`src/ebh_pkg.sv`:
```
// Shared constants and types for the external bus hold and reset pin block
package ebh_pkg;

   // Clock rate of this logic and the CPU cycle P, both in ns
   localparam int CLK_PERIOD_NS = 4;
   localparam int CPU_PERIOD_NS = 4;

   // Hold handshake times, in CPU cycles P
   localparam int HIZ_MIN_P = 4;
   localparam int GRANT_LOW_MAX_P = 2;
   localparam int GRANT_HIGH_MIN_P = 4;
   localparam int GRANT_HIGH_MAX_P = 7;
   localparam int DRIVE_MIN_P = 3;
   localparam int DRIVE_MAX_P = 6;

   // Least times round up, longest times round down
   localparam int HIZ_MIN_CYC =
      (HIZ_MIN_P * CPU_PERIOD_NS + CLK_PERIOD_NS - 1) / CLK_PERIOD_NS;
   localparam int GRANT_LOW_MAX_CYC =
      (GRANT_LOW_MAX_P * CPU_PERIOD_NS) / CLK_PERIOD_NS;
   localparam int GRANT_HIGH_MIN_CYC =
      (GRANT_HIGH_MIN_P * CPU_PERIOD_NS + CLK_PERIOD_NS - 1) / CLK_PERIOD_NS;
   localparam int GRANT_HIGH_MAX_CYC =
      (GRANT_HIGH_MAX_P * CPU_PERIOD_NS) / CLK_PERIOD_NS;
   localparam int DRIVE_MIN_CYC =
      (DRIVE_MIN_P * CPU_PERIOD_NS + CLK_PERIOD_NS - 1) / CLK_PERIOD_NS;
   localparam int DRIVE_MAX_CYC =
      (DRIVE_MAX_P * CPU_PERIOD_NS) / CLK_PERIOD_NS;

   // Request synchroniser depth and the retained SDRAM run length
   localparam int SYNC_STAGES = 2;
   localparam logic [3:0] BURST_RETAIN_LEN = 4'h8;

   // Reset width the reset source must give, in output clock cycles
   localparam int RESET_MIN_CYC = 10;

   // Register byte addresses
   localparam logic [7:0] CTRL_ADDR = 8'h00;
   localparam logic [7:0] STATUS_ADDR = 8'h04;

   // Control register fields and reset value
   localparam int CTRL_HOLD_DIS_BIT = 0;
   localparam int CTRL_RETAIN_BIT = 1;
   localparam logic [1:0] CTRL_RESET = 2'h0;

   // Status register fields
   localparam int STAT_GRANT_BIT = 0;
   localparam int STAT_RELEASED_BIT = 1;
   localparam int STAT_REQ_BIT = 2;
   localparam int STAT_PENDING_BIT = 3;
   localparam int STAT_DRAIN_BIT = 4;

   // Idle levels of the memory port pins
   localparam logic [9:0] CTL_STROBE_IDLE = 10'h3ff;
   localparam logic [3:0] SELECT_IDLE = 4'hf;

   // Hold handshake states
   typedef enum logic [2:0] {
      ST_IDLE,
      ST_DRAIN,
      ST_RELEASED,
      ST_HELD,
      ST_RESUME
   } ebh_state_t;

endpackage

```
`src/ebh_sync.sv`:
```
// Two-stage synchroniser for levels arriving without regard to clk
`timescale 1ns/1ns
module ebh_sync #(
   parameter int WIDTH = 1,
   parameter logic [WIDTH-1:0] RESET_VAL = '0
) (
   input wire logic clk,
   input wire logic reset_n,
   input wire logic [WIDTH-1:0] d,
   output logic [WIDTH-1:0] q
);

   logic [WIDTH-1:0] stage1_reg;

   // First stage is read only by the second stage
   always_ff @(posedge clk) begin
      if (!reset_n) begin
         stage1_reg <= RESET_VAL;
         q <= RESET_VAL;
      end else begin
         stage1_reg <= d;
         q <= stage1_reg;
      end
   end

endmodule // ebh_sync

```
`src/ebh_top.sv`:
```
// Bus hold handshake, memory pin release and reset pin states
`timescale 1ns/1ns
module ebh_top
   import ebh_pkg::*;
(
   input wire logic clk,
   input wire logic reset_n,
   // AHB-Lite register slave
   input wire logic hsel,
   input wire logic [7:0] haddr,
   input wire logic [1:0] htrans,
   input wire logic hwrite,
   input wire logic [2:0] hsize,
   input wire logic [31:0] hwdata,
   input wire logic hready,
   output logic [31:0] hrdata,
   output logic hreadyout,
   output logic hresp,
   // Hold handshake with the outside master
   input wire logic busRequestN,
   output logic busGrantN,
   // Memory controller side
   input wire logic memXferBusy,
   input wire logic asyncAccessActive,
   input wire logic asyncReadyIn,
   input wire logic sdramAccess,
   input wire logic [31:0] ctlDataOut,
   input wire logic ctlDataOeN,
   input wire logic [19:0] ctlAddr,
   input wire logic [3:0] ctlChipEnableN,
   input wire logic [3:0] ctlByteEnableN,
   input wire logic [9:0] ctlStrobeN,
   output logic holdPending,
   output logic [31:0] memReadData,
   // Memory port pins
   input wire logic [31:0] extDataBusIn,
   output logic [31:0] extDataBusOut,
   output logic extDataBusOeN,
   output logic [19:0] extAddrBus,
   output logic [3:0] chipEnableN,
   output logic [3:0] byteEnableN,
   output logic [9:0] memStrobeN,
   output logic memBusOeN,
   // Other units' pin values
   input wire logic irqAckIn,
   input wire logic [3:0] irqNumberIn,
   input wire logic [3:0] dmaEventIn,
   input wire logic powerdownIn,
   input wire logic timerAIn,
   input wire logic timerBIn,
   input wire logic hostInterruptIn,
   input wire logic hostReadyInN,
   input wire logic hostSelectN,
   input wire logic [15:0] hostDataOutIn,
   input wire logic hostDataOeInN,
   input wire logic [9:0] serialPinsIn,
   input wire logic [9:0] serialOeInN,
   // Reset-sensitive pins
   output logic irqAckOut,
   output logic [3:0] irqNumberOut,
   output logic [3:0] dmaEventOut,
   output logic powerdownOut,
   output logic timerOutA,
   output logic timerOutB,
   output logic hostInterruptOut,
   output logic hostReadyN,
   output logic [15:0] hostDataBusOut,
   output logic hostDataBusOeN,
   output logic [9:0] serialPinsOut,
   output logic [9:0] serialPinsOeN
);

   ebh_state_t state_reg;
   logic [3:0] elapsed_reg;
   logic [3:0] sdramRun_reg;
   logic [1:0] ctrl_reg;
   logic reqSyncN;
   logic holdDisable;
   logic burstEightRetain;
   logic asyncStretch;
   logic retainWait;
   logic pendingClear;
   logic releaseNow;
   logic resumeNow;
   logic memBusOeNext;
   logic apWrite_reg;
   logic [7:0] apAddr_reg;
   logic accessTaken;
   logic [31:0] readValue;

   assign holdDisable = ctrl_reg[CTRL_HOLD_DIS_BIT];
   assign burstEightRetain = ctrl_reg[CTRL_RETAIN_BIT];

   // Request may change at any time, so it passes two flops
   ebh_sync #(
      .WIDTH(1),
      .RESET_VAL(1'h1)
   ) reqSync (
      .clk(clk),
      .reset_n(reset_n),
      .d(busRequestN),
      .q(reqSyncN)
   );

   // Length of the current run of back-to-back SDRAM accesses
   always_ff @(posedge clk) begin
      if (!reset_n) begin
         sdramRun_reg <= 4'h0;
      end else if (!sdramAccess) begin
         sdramRun_reg <= 4'h0;
      end else if (sdramRun_reg != 4'hf) begin
         sdramRun_reg <= sdramRun_reg + 4'h1;
      end
   end

   // Nothing may be cut short: a stalled async access or a retained
   // SDRAM run shorter than eight both hold off the release
   assign asyncStretch = asyncAccessActive && !asyncReadyIn;
   assign retainWait = burstEightRetain && sdramAccess &&
      (sdramRun_reg < BURST_RETAIN_LEN - 4'h1);
   assign pendingClear = !memXferBusy && !asyncStretch && !retainWait;

   // Release once four cycles have passed since the request fell
   assign releaseNow = (state_reg == ST_DRAIN) && !reqSyncN &&
      !holdDisable && pendingClear &&
      (elapsed_reg >= 4'(HIZ_MIN_CYC - 1));
   // Drive again three to six cycles after the request rose
   assign resumeNow = (state_reg == ST_RESUME) &&
      (elapsed_reg >= 4'(DRIVE_MIN_CYC - 1)) &&
      (elapsed_reg <= 4'(DRIVE_MAX_CYC - 1));

   // Next release state, shared by all released pins; outside a hold
   // the pins are driven, which also ends the high impedance of reset
   always_comb begin
      memBusOeNext = memBusOeN;
      if (releaseNow) begin
         memBusOeNext = 1'b1;
      end else if (resumeNow) begin
         memBusOeNext = 1'b0;
      end else if (state_reg == ST_IDLE || state_reg == ST_DRAIN) begin
         memBusOeNext = 1'b0;
      end
   end

   // Hold handshake sequence
   always_ff @(posedge clk) begin
      if (!reset_n) begin
         state_reg <= ST_IDLE;
         elapsed_reg <= 4'h0;
         busGrantN <= 1'b1;
         holdPending <= 1'b0;
      end else begin
         if (elapsed_reg != 4'hf) begin
            elapsed_reg <= elapsed_reg + 4'h1;
         end
         case (state_reg)
            ST_IDLE: begin
               // Hold disable keeps the grant away while the bit is set
               if (!reqSyncN && !holdDisable) begin
                  state_reg <= ST_DRAIN;
                  holdPending <= 1'b1;
                  // Request fell two stages plus this edge ago
                  elapsed_reg <= 4'(SYNC_STAGES + 1);
               end
            end
            ST_DRAIN: begin
               if (reqSyncN || holdDisable) begin
                  state_reg <= ST_IDLE;
                  holdPending <= 1'b0;
               end else if (releaseNow) begin
                  state_reg <= ST_RELEASED;
               end
            end
            ST_RELEASED: begin
               // Grant one cycle after release, inside the limit
               if (GRANT_LOW_MAX_CYC >= 1) begin
                  busGrantN <= 1'b0;
               end
               state_reg <= ST_HELD;
            end
            ST_HELD: begin
               // Stay here as long as the request is held low
               if (reqSyncN) begin
                  state_reg <= ST_RESUME;
                  elapsed_reg <= 4'(SYNC_STAGES + 1);
               end
            end
            ST_RESUME: begin
               if (elapsed_reg >= 4'(GRANT_HIGH_MIN_CYC - 1) &&
                   elapsed_reg <= 4'(GRANT_HIGH_MAX_CYC - 1)) begin
                  busGrantN <= 1'b1;
                  holdPending <= 1'b0;
                  state_reg <= ST_IDLE;
               end
            end
            default: begin
               state_reg <= ST_IDLE;
            end
         endcase
      end
   end

   // Memory pin enables; reset acts at the next edge only
   always_ff @(posedge clk) begin
      if (!reset_n) begin
         memBusOeN <= 1'b1;
         extDataBusOeN <= 1'b1;
      end else begin
         memBusOeN <= memBusOeNext;
         extDataBusOeN <= memBusOeNext || ctlDataOeN;
      end
   end

   // Memory pin values follow the controller; idle levels in reset
   always_ff @(posedge clk) begin
      if (!reset_n) begin
         extDataBusOut <= 32'h0;
         extAddrBus <= 20'h0;
         chipEnableN <= SELECT_IDLE;
         byteEnableN <= SELECT_IDLE;
         memStrobeN <= CTL_STROBE_IDLE;
         memReadData <= 32'h0;
      end else begin
         extDataBusOut <= ctlDataOut;
         extAddrBus <= ctlAddr;
         chipEnableN <= ctlChipEnableN;
         byteEnableN <= ctlByteEnableN;
         memStrobeN <= ctlStrobeN;
         memReadData <= extDataBusIn;
      end
   end

   // Low group pins held low while reset is asserted
   always_ff @(posedge clk) begin
      if (!reset_n) begin
         irqAckOut <= 1'b0;
         irqNumberOut <= 4'h0;
         dmaEventOut <= 4'h0;
         powerdownOut <= 1'b0;
         timerOutA <= 1'b0;
         timerOutB <= 1'b0;
      end else begin
         irqAckOut <= irqAckIn;
         irqNumberOut <= irqNumberIn;
         dmaEventOut <= dmaEventIn;
         powerdownOut <= powerdownIn;
         timerOutA <= timerAIn;
         timerOutB <= timerBIn;
      end
   end

   // High group, host ready and the host and serial Z group
   always_ff @(posedge clk) begin
      if (!reset_n) begin
         hostInterruptOut <= 1'b1;
         // Ready is gated by select, tracked through the reset
         hostReadyN <= ~hostSelectN;
         hostDataBusOut <= 16'h0;
         hostDataBusOeN <= 1'b1;
         serialPinsOut <= 10'h0;
         serialPinsOeN <= 10'h3ff;
      end else begin
         hostInterruptOut <= hostInterruptIn;
         hostReadyN <= hostReadyInN;
         hostDataBusOut <= hostDataOutIn;
         hostDataBusOeN <= hostDataOeInN;
         serialPinsOut <= serialPinsIn;
         serialPinsOeN <= serialOeInN;
      end
   end

   // AHB-Lite address phase taken on any selected NONSEQ or SEQ transfer with hready high
   assign accessTaken = hsel && htrans[1] && hready;

   // Read value chosen in the address phase; unmapped reads give zero
   always_comb begin
      readValue = 32'h0;
      if (haddr == CTRL_ADDR) begin
         readValue[CTRL_HOLD_DIS_BIT] = holdDisable;
         readValue[CTRL_RETAIN_BIT] = burstEightRetain;
      end else if (haddr == STATUS_ADDR) begin
         readValue[STAT_GRANT_BIT] = ~busGrantN;
         readValue[STAT_RELEASED_BIT] = memBusOeN;
         readValue[STAT_REQ_BIT] = ~reqSyncN;
         readValue[STAT_PENDING_BIT] = ~pendingClear;
         readValue[STAT_DRAIN_BIT] = (state_reg == ST_DRAIN);
      end
   end

   // Capture the address phase; zero wait, always OKAY
   always_ff @(posedge clk) begin
      if (!reset_n) begin
         apWrite_reg <= 1'b0;
         apAddr_reg <= 8'h0;
         hrdata <= 32'h0;
         hreadyout <= 1'b1;
         hresp <= 1'b0;
      end else begin
         hreadyout <= 1'b1;
         hresp <= 1'b0;
         if (hready) begin
            apWrite_reg <= accessTaken && hwrite;
            apAddr_reg <= haddr;
            if (accessTaken && !hwrite) begin
               hrdata <= readValue;
            end
         end
      end
   end

   // Control register written in the data phase; size is ignored
   always_ff @(posedge clk) begin
      if (!reset_n) begin
         ctrl_reg <= CTRL_RESET;
      end else if (apWrite_reg && apAddr_reg == CTRL_ADDR) begin
         ctrl_reg[CTRL_HOLD_DIS_BIT] <= hwdata[CTRL_HOLD_DIS_BIT];
         ctrl_reg[CTRL_RETAIN_BIT] <= hwdata[CTRL_RETAIN_BIT];
      end
   end

endmodule // ebh_top

```
`config.mk`:
```
export PLATFORM = sky130hd
export DESIGN_NAME = ebh_top
export DESIGN_NICKNAME = d
export VERILOG_FILES = /design/src/ebh_pkg.sv /design/src/ebh_sync.sv /design/src/ebh_top.sv
export SDC_FILE = /design/constraint.sdc
export NUM_CORES = 1
export LEC_CHECK = 0
export BUFFER_PORTS_ARGS = -buffer_cell sky130_fd_sc_hd__buf_2
export CAP_MARGIN = 10
export CELL_PAD_IN_SITES_DETAIL_PLACEMENT = 0
export CELL_PAD_IN_SITES_GLOBAL_PLACEMENT = 1
export CORE_AREA = 2 2 155 157
export CTS_CLUSTER_SIZE = 14
export DETAILED_ROUTE_END_ITERATION = 12
export DIE_AREA = 0 0 157 159
export PLACE_DENSITY = 0.77
export SLEW_MARGIN = 20
export SYNTH_ARGS = -nofsm -noshare
export SYNTH_HDL_FRONTEND = slang
export SYNTH_SLANG_ARGS = --single-unit
```
`constraint.sdc`:
```
create_clock -name clk -period 2.7 [get_ports clk]
set_clock_uncertainty 0.15 [all_clocks]
set_input_delay 0.27 -clock clk [delete_from_list [all_inputs] [get_ports clk]]
set_output_delay 0.27 -clock clk [all_outputs]
set_load 0.01 [all_outputs]
```
# Yosys cells after proc, flatten, opt, wreduce, memory -nomap -nowiden

Cells that the tools add are included.

Multipliers: 0
Add/sub/neg operators: 2
Shift-type cells: 0
Div/mod/pow operators: 0
Order comparisons: 5
Bitwise gates (word level): 4
Equal/unequal tests: 12
Muxes and demuxes: 23
Reduce and logical (&&, ||, !) cells: 38

Operator list:

| operator                                                                      | number |
|---|---|
| 1-bit logical AND                                                             | 18 |
| 3-bit two-way mux                                                             | 6 |
| 8-bit logical NOT                                                             | 2 |
| 3-bit one-hot mux with 5 select lines                                         | 1 |
| 4-bit two-way mux                                                             | 3 |
| 4-bit by 1-bit adder with 4-bit output (second input constant)                | 2 |
| 8-bit by 3-bit equality test with 1-bit output (second input constant)        | 1 |
| 4-bit by 2-bit >= comparator with 1-bit output (second input constant)        | 2 |
| 4-bit by 3-bit <= comparator with 1-bit output (second input constant)        | 2 |
| 1-bit two-way mux                                                             | 8 |
| 4-bit inequality test (second input constant)                                 | 2 |
| 4-bit one-hot mux with 2 select lines                                         | 1 |
| 4-bit AND reduction                                                           | 2 |
| 1-bit logical NOT                                                             | 7 |
| 3-bit by 2-bit equality test with 1-bit output (second input constant)        | 2 |
| 2-bit by 1-bit inequality test with 1-bit output (second input constant)      | 3 |
| 2-bit AND reduction                                                           | 3 |
| 5-bit two-way mux                                                             | 1 |
| 4-bit by 3-bit less-than comparator with 1-bit output (second input constant) | 1 |
| 1-bit NOT                                                                     | 4 |
| 3-bit by 1-bit equality test with 1-bit output (second input constant)        | 1 |
| 3-bit equality test (second input constant)                                   | 1 |
| 3-bit logical NOT                                                             | 1 |
| 1-bit logical OR                                                              | 3 |
| 7 further kinds                                                               | 7 |

Memory bits (writable): 0
Bits in latches: 0
Register bits after elaboration: 186
Logic and storage cells: 115
Memory bits (read-only): 0
Output and inout bits: 191
Memories: 0

# Depth between registers and ports, before layout

Word-level depth: 10
Mapped depth: 7
Depth with buffers taken out: 7

# Modules after synthesis

From an unflattened synthesis, not the netlist that was laid out.

Cells, all modules: 525
Area, all modules: 5869.4 sq um

Modules (own cells, without submodules):

| module   | area an instance (sq um) | instances | seq. area each (sq um) | cells each |
|---|---|---|---|---|
| ebh_top  | 5816.8                   | 1         | 3683.5                 | 521 |
| ebh_sync | 52.6                     | 1         | 40.0                   | 4 |

# Worst setup path after synthesis

OpenSTA, ideal clock, no wires.

Path kind: in2reg
From: input port hwrite
To: register hrdata[4]
Setup slack: 1.061 ns
Stages: 5
Data required time: 2.480 ns
Path buffers: 0
Arrival: 1.419 ns
Cells stage by stage: nand4b_4 and4bb_1 nand2_1 or4b_1 a21boi_1

Longest elaborated chain between the ends: 3

Ends and longest elaborated chain:

| what                          | RTL line       | RTL |
|---|---|---|
| start: declaration            | ebh_top.sv:12  | `input wire logic hwrite,` |
| 1-bit logical NOT             | ebh_top.sv:304 | `if (accessTaken && !hwrite) begin` |
| 1-bit logical AND             | ebh_top.sv:304 |  |
| 2-bit AND reduction (no line) | n/a            |  |
| end signal: assignment        | ebh_top.sv:305 | `hrdata <= readValue;` |
| end: declaration              | ebh_top.sv:16  | `output logic [31:0] hrdata,` |

No other way between the ends.
A chain may end at the register's enable or synchronous reset.

# Final worst setup path

Same ends and word-level chain as after synthesis.

==> impl_metrics.xml <==
<?xml version="1.0" encoding="UTF-8"?>
<metrics>
  <group name="setup_path">
    <metric name="worstPathCellList" unit="">dlygate4sd3_1 &gt; buf_2 &gt; nand4b_4 &gt; and4bb_1 &gt; nand2_1 &gt; or4b_1 &gt; a21boi_1</metric>
    <metric name="critPathArrivalTime" unit="ns">2.20</metric>
    <metric name="startpoint_type" unit="">input port</metric>
    <metric name="end_kind" unit="">flop</metric>
    <metric name="rr_endpoint" unit="">state_reg[1]$_SDFFE_PN0P_</metric>
    <metric name="path_buf_inv" unit="">2</metric>
    <metric name="critPathMaxStageDelay" unit="ns">0.53</metric>
    <metric name="setup_slack_reg_to_reg" unit="ns">0.85</metric>
    <metric name="cp_top_family" unit="">simple AND/OR/NAND/NOR gates</metric>
    <metric name="worst_setup_sp" unit="">hwrite</metric>
    <metric name="criticalPathCategory" unit="">in2reg</metric>
    <metric name="path_max_fanout" unit="">6</metric>
    <metric name="worstSetupPathDepth" unit="">7</metric>
    <metric name="cp_slowest_cell" unit="">sky130_fd_sc_hd__dlygate4sd3_1</metric>
    <metric name="worstRegToRegCells" unit="">6</metric>
    <metric name="worstPathRequired" unit="ns">2.91</metric>
    <metric name="worstReg2RegStart" unit="">sdramRun_reg[0]$_SDFFE_PN0P_</metric>
  </group>
  <group name="layout">
    <metric name="largest_registers" unit="">extDataBusOut (32), memReadData (32), extAddrBus (20)</metric>
    <metric name="finalNetCount" unit="">1238</metric>
    <metric name="fill_count" unit="">2192</metric>
    <metric name="post_route_cells_drive_above_1_share" unit="%">36.0</metric>
    <metric name="syn2layout_area_growth" unit="%">71.8</metric>
  </group>
  <group name="routing">
    <metric name="residual_drc_count" unit="">0</metric>
    <metric name="drt-initial-drc-count" unit="">173</metric>
    <metric name="drt_pass1_iterations" unit="">4</metric>
    <metric name="drt-total-wl" unit="um">17700</metric>
    <metric name="routed_via_density" unit="">3.83</metric>
    <metric name="routedWlPerCell" unit="um">13.1</metric>
    <metric name="route.vias.total" unit="">5199</metric>
    <metric name="antenna_left" unit="">0</metric>
  </group>
  <group name="logic_synthesis">
    <metric name="synthDistinctLibCells" unit="">46</metric>
    <metric name="ys_seq_area_share" unit="%">63.4</metric>
    <metric name="cell_types_with_the_highest_counts_after_synthesis" unit="">sky130_fd_sc_hd__dfxtp_1, sky130_fd_sc_hd__and2_1, sky130_fd_sc_hd__nand2b_1</metric>
    <metric name="synth.most_common_cell" unit="">sky130_fd_sc_hd__dfxtp_1</metric>
    <metric name="synthesis.area" unit="sq um">5870</metric>
    <metric name="async_reset_ff_share" unit="%">0</metric>
    <metric name="synth-main-ff-cell" unit="">sky130_fd_sc_hd__dfxtp_1</metric>
    <metric name="cells_after_synth" unit="">526</metric>
    <metric name="synth_top_area_share" unit="%">63.4</metric>
    <metric name="total_of_warnings_raised_by_yosys" unit="">0</metric>
    <metric name="synth_top_cell_by_area" unit="">sky130_fd_sc_hd__dfxtp_1</metric>
    <metric name="netlist_top_cells_area" unit="">sky130_fd_sc_hd__dfxtp_1, sky130_fd_sc_hd__and2_1, sky130_fd_sc_hd__buf_4</metric>
    <metric name="synthesis.area_per_instance" unit="sq um">11.2</metric>
    <metric name="synth_enable_flop_cells" unit="">0</metric>
    <metric name="yosys_register_bits" unit="">186</metric>
  </group>
  <group name="timing">
    <metric name="final_slew_violations" unit="">0</metric>
    <metric name="fin_crit" unit="ns">1.99</metric>
    <metric name="timing_worst_slew_pin_value" unit="ns">0.524</metric>
    <metric name="hold_viol" unit="">0</metric>
    <metric name="timing.hold.ws" unit="ns">0.0254</metric>
    <metric name="final_min_period_over_clock_period" unit="%">73.7</metric>
    <metric name="setup-tns-final" unit="ns">0</metric>
    <metric name="max_clock_freq" unit="GHz">0.502</metric>
    <metric name="relSlewSlack" unit="%">65.1</metric>
    <metric name="rsz_0062_raised_after_global_routing" unit="">no</metric>
    <metric name="final_report_setup_violation_count" unit="">0</metric>
  </group>
  <group name="die">
    <metric name="chipWidth" unit="um">157</metric>
    <metric name="die_area" unit="sq um">25000</metric>
    <metric name="num_rows" unit="">56</metric>
    <metric name="start_util" unit="%">25.3</metric>
    <metric name="io_pins" unit="">401</metric>
    <metric name="coreArea" unit="sq um">23200</metric>
    <metric name="die_height" unit="um">159</metric>
  </group>
  <group name="grt">
    <metric name="grt_overflow" unit="">0</metric>
    <metric name="globalRouteTotalUtil" unit="%">13.9</metric>
    <metric name="antenna_found_initial" unit="">1</metric>
    <metric name="via_count_of_the_first_global_routing_pass" unit="">5305</metric>
    <metric name="grt_first_pass_wirelength" unit="um">26900</metric>
    <metric name="maximum_number_of_pins_on_one_net_before_global_route_repair" unit="">96</metric>
  </group>
  <group name="clock_network">
    <metric name="clock_sink_count" unit="">186</metric>
    <metric name="cts_tree" unit="">yes</metric>
    <metric name="cts_max_level" unit="">4</metric>
    <metric name="clkLatencyLatePin" unit="ns">0.43</metric>
    <metric name="clk_root_buffer_cell" unit="">sky130_fd_sc_hd__clkbuf_16</metric>
    <metric name="clkTransAtPathRegs" unit="ns">0.07</metric>
    <metric name="numCtsBuffers" unit="">17</metric>
    <metric name="maximum_buffer_depth_of_the_clock_tree" unit="">2</metric>
  </group>
  <group name="placement">
    <metric name="globalplace.congestion" unit="">0.744</metric>
    <metric name="placement.io_buffers" unit="">337</metric>
    <metric name="place.detailed.hpwl" unit="um">12100</metric>
  </group>
  <group name="power_and_ir_drop">
    <metric name="vdd.ir_drop.worst" unit="V">0.000335</metric>
    <metric name="total_leakage_power" unit="nW">4.84</metric>
    <metric name="power-per-cell-area" unit="nW/um^2">653</metric>
    <metric name="power.total" unit="W">0.00659</metric>
  </group>
  <group name="outcome">
    <metric name="status" unit="">complete, no violations</metric>
  </group>
  <group name="job">
    <metric name="maxCapViolations" unit="">0</metric>
  </group>
  <group name="worst_hold_path">
    <metric name="hp-class" unit="">in2reg</metric>
    <metric name="hold-path-cell-count" unit="">3</metric>
    <metric name="worst_hold_startpoint" unit="">haddr[3]</metric>
    <metric name="timing.hold.worst_endpoint" unit="">apAddr_reg[3]$_SDFFE_PN0P_</metric>
  </group>
</metrics>
## metal layers
layer / GRT usage (%) / up-vias / part of all wire (%) / wire, um
met2: 24.5 / 229 / 49 / 8730
met5: 0 / - / 0 / 0
met3: 5.39 / 24 / 9.1 / 1610
met4: 5.13 / 0 / 1.9 / 344
met1: 14.9 / 2327 / 40 / 7020
li1: - / 2619 / - / -
## logic make-up (layout without fill, tap and decap cells)
family / Yosys count / in the layout / synth area share (%)
buf+inv: 58 / 541 / 5.56
xor+xnor: 2 / 2 / 0.298
fa+ha+maj: 5 / 5 / 1.07
mux: 14 / 14 / 2.41
simple gates: 226 / 226 / 23.3
flops: 186 / 186 / 63.4
other cells: 2 / 30 / 0.128
compound gates: 33 / 33 / 3.81
## through the flow
step	std cells	utilization (%)	worst slack (ns)	instance area, sq um
floorplan	553	-	1.06	5970
global placement	1158	33.6	0.675	7790
detailed placement	1158	33.6	0.694	7790
CTS	1355	43.5	0.744	10100
global route	1356	43.5	0.633	10100
finish	1356	43.5	0.709	10100
## final cells by class
type | instances | area, sq um | area share (%)
sequential | 186 | 3720 | 36.9
tap | 319 | 399 | 3.96
timing repair buffer | 504 | 3380 | 33.5
inverter | 5 | 18.8 | 0.186
clock inverter | 14 | 201 | 2.00
antenna | 1 | 2.50 | 0.0248
multi-input combinational | 309 | 1920 | 19.1
clock buffer | 18 | 439 | 4.35
## tightest hold or removal path, delay by kind of cell
family	cells	cell delay (ns)
multiplexers	1	0.07
buffers and inverters	1	0.10
AND/OR/NAND/NOR	1	0.12
## worst max path at each step
stage | endpoint | slack (ns)
final | hrdata[4]$_SDFFE_PN0P_ | 0.71
after detailed placement | hrdata[4]$_SDFFE_PN0P_ | 0.69
after floorplan | hrdata[4]$_SDFFE_PN0P_ | 1.06
after CTS | hrdata[4]$_SDFFE_PN0P_ | 0.74
after global placement | hrdata[4]$_SDFFE_PN0P_ | 0.67
after global routing | hrdata[4]$_SDFFE_PN0P_ | 0.63
## power by group
| group | internal (W) | leakage (nW) | total, W | switching [W] |
|---|---|---|---|---|
| Clock | 0.00153 | 0.314 | 0.00271 | 0.00118 |
| Sequential | 0.00291 | 1.55 | 0.00302 | 0.000108 |
| Combinational | 0.000490 | 2.98 | 0.000861 | 0.000371 |
## layout by cell type (no fill, tap or decap), types with 3 or more instances in the layout
cell type | Yosys | routed
sky130_fd_sc_hd__inv_8 | 0 | 3
sky130_fd_sc_hd__o21ai_1 | 6 | 6
sky130_fd_sc_hd__a21boi_1 | 5 | 5
sky130_fd_sc_hd__nor2b_1 | 12 | 12
sky130_fd_sc_hd__nand2b_1 | 34 | 34
sky130_fd_sc_hd__nor2_1 | 15 | 15
sky130_fd_sc_hd__bufinv_16 | 0 | 3
sky130_fd_sc_hd__nand3_1 | 7 | 7
sky130_fd_sc_hd__a21oi_1 | 4 | 4
sky130_fd_sc_hd__mux2i_1 | 13 | 13
sky130_fd_sc_hd__and2_1 | 124 | 124
sky130_fd_sc_hd__clkinv_4 | 0 | 4
sky130_fd_sc_hd__conb_1 | 2 | 29
sky130_fd_sc_hd__buf_2 | 0 | 336
sky130_fd_sc_hd__o21ai_0 | 4 | 4
sky130_fd_sc_hd__dfxtp_1 | 186 | 186
sky130_fd_sc_hd__nor3_1 | 4 | 4
sky130_fd_sc_hd__dlygate4sd3_1 | 0 | 165
sky130_fd_sc_hd__clkbuf_16 | 0 | 17
sky130_fd_sc_hd__inv_6 | 0 | 3
sky130_fd_sc_hd__inv_1 | 5 | 5
sky130_fd_sc_hd__nand2_1 | 12 | 12
sky130_fd_sc_hd__ha_1 | 5 | 5
## timing repair
action	CTS	global route
hold buffers	165	0
setup buffers	0	0
gates resized for setup	0	0
endpoints found under the hold margin	164	0
(Power assumes the default switching activity.)
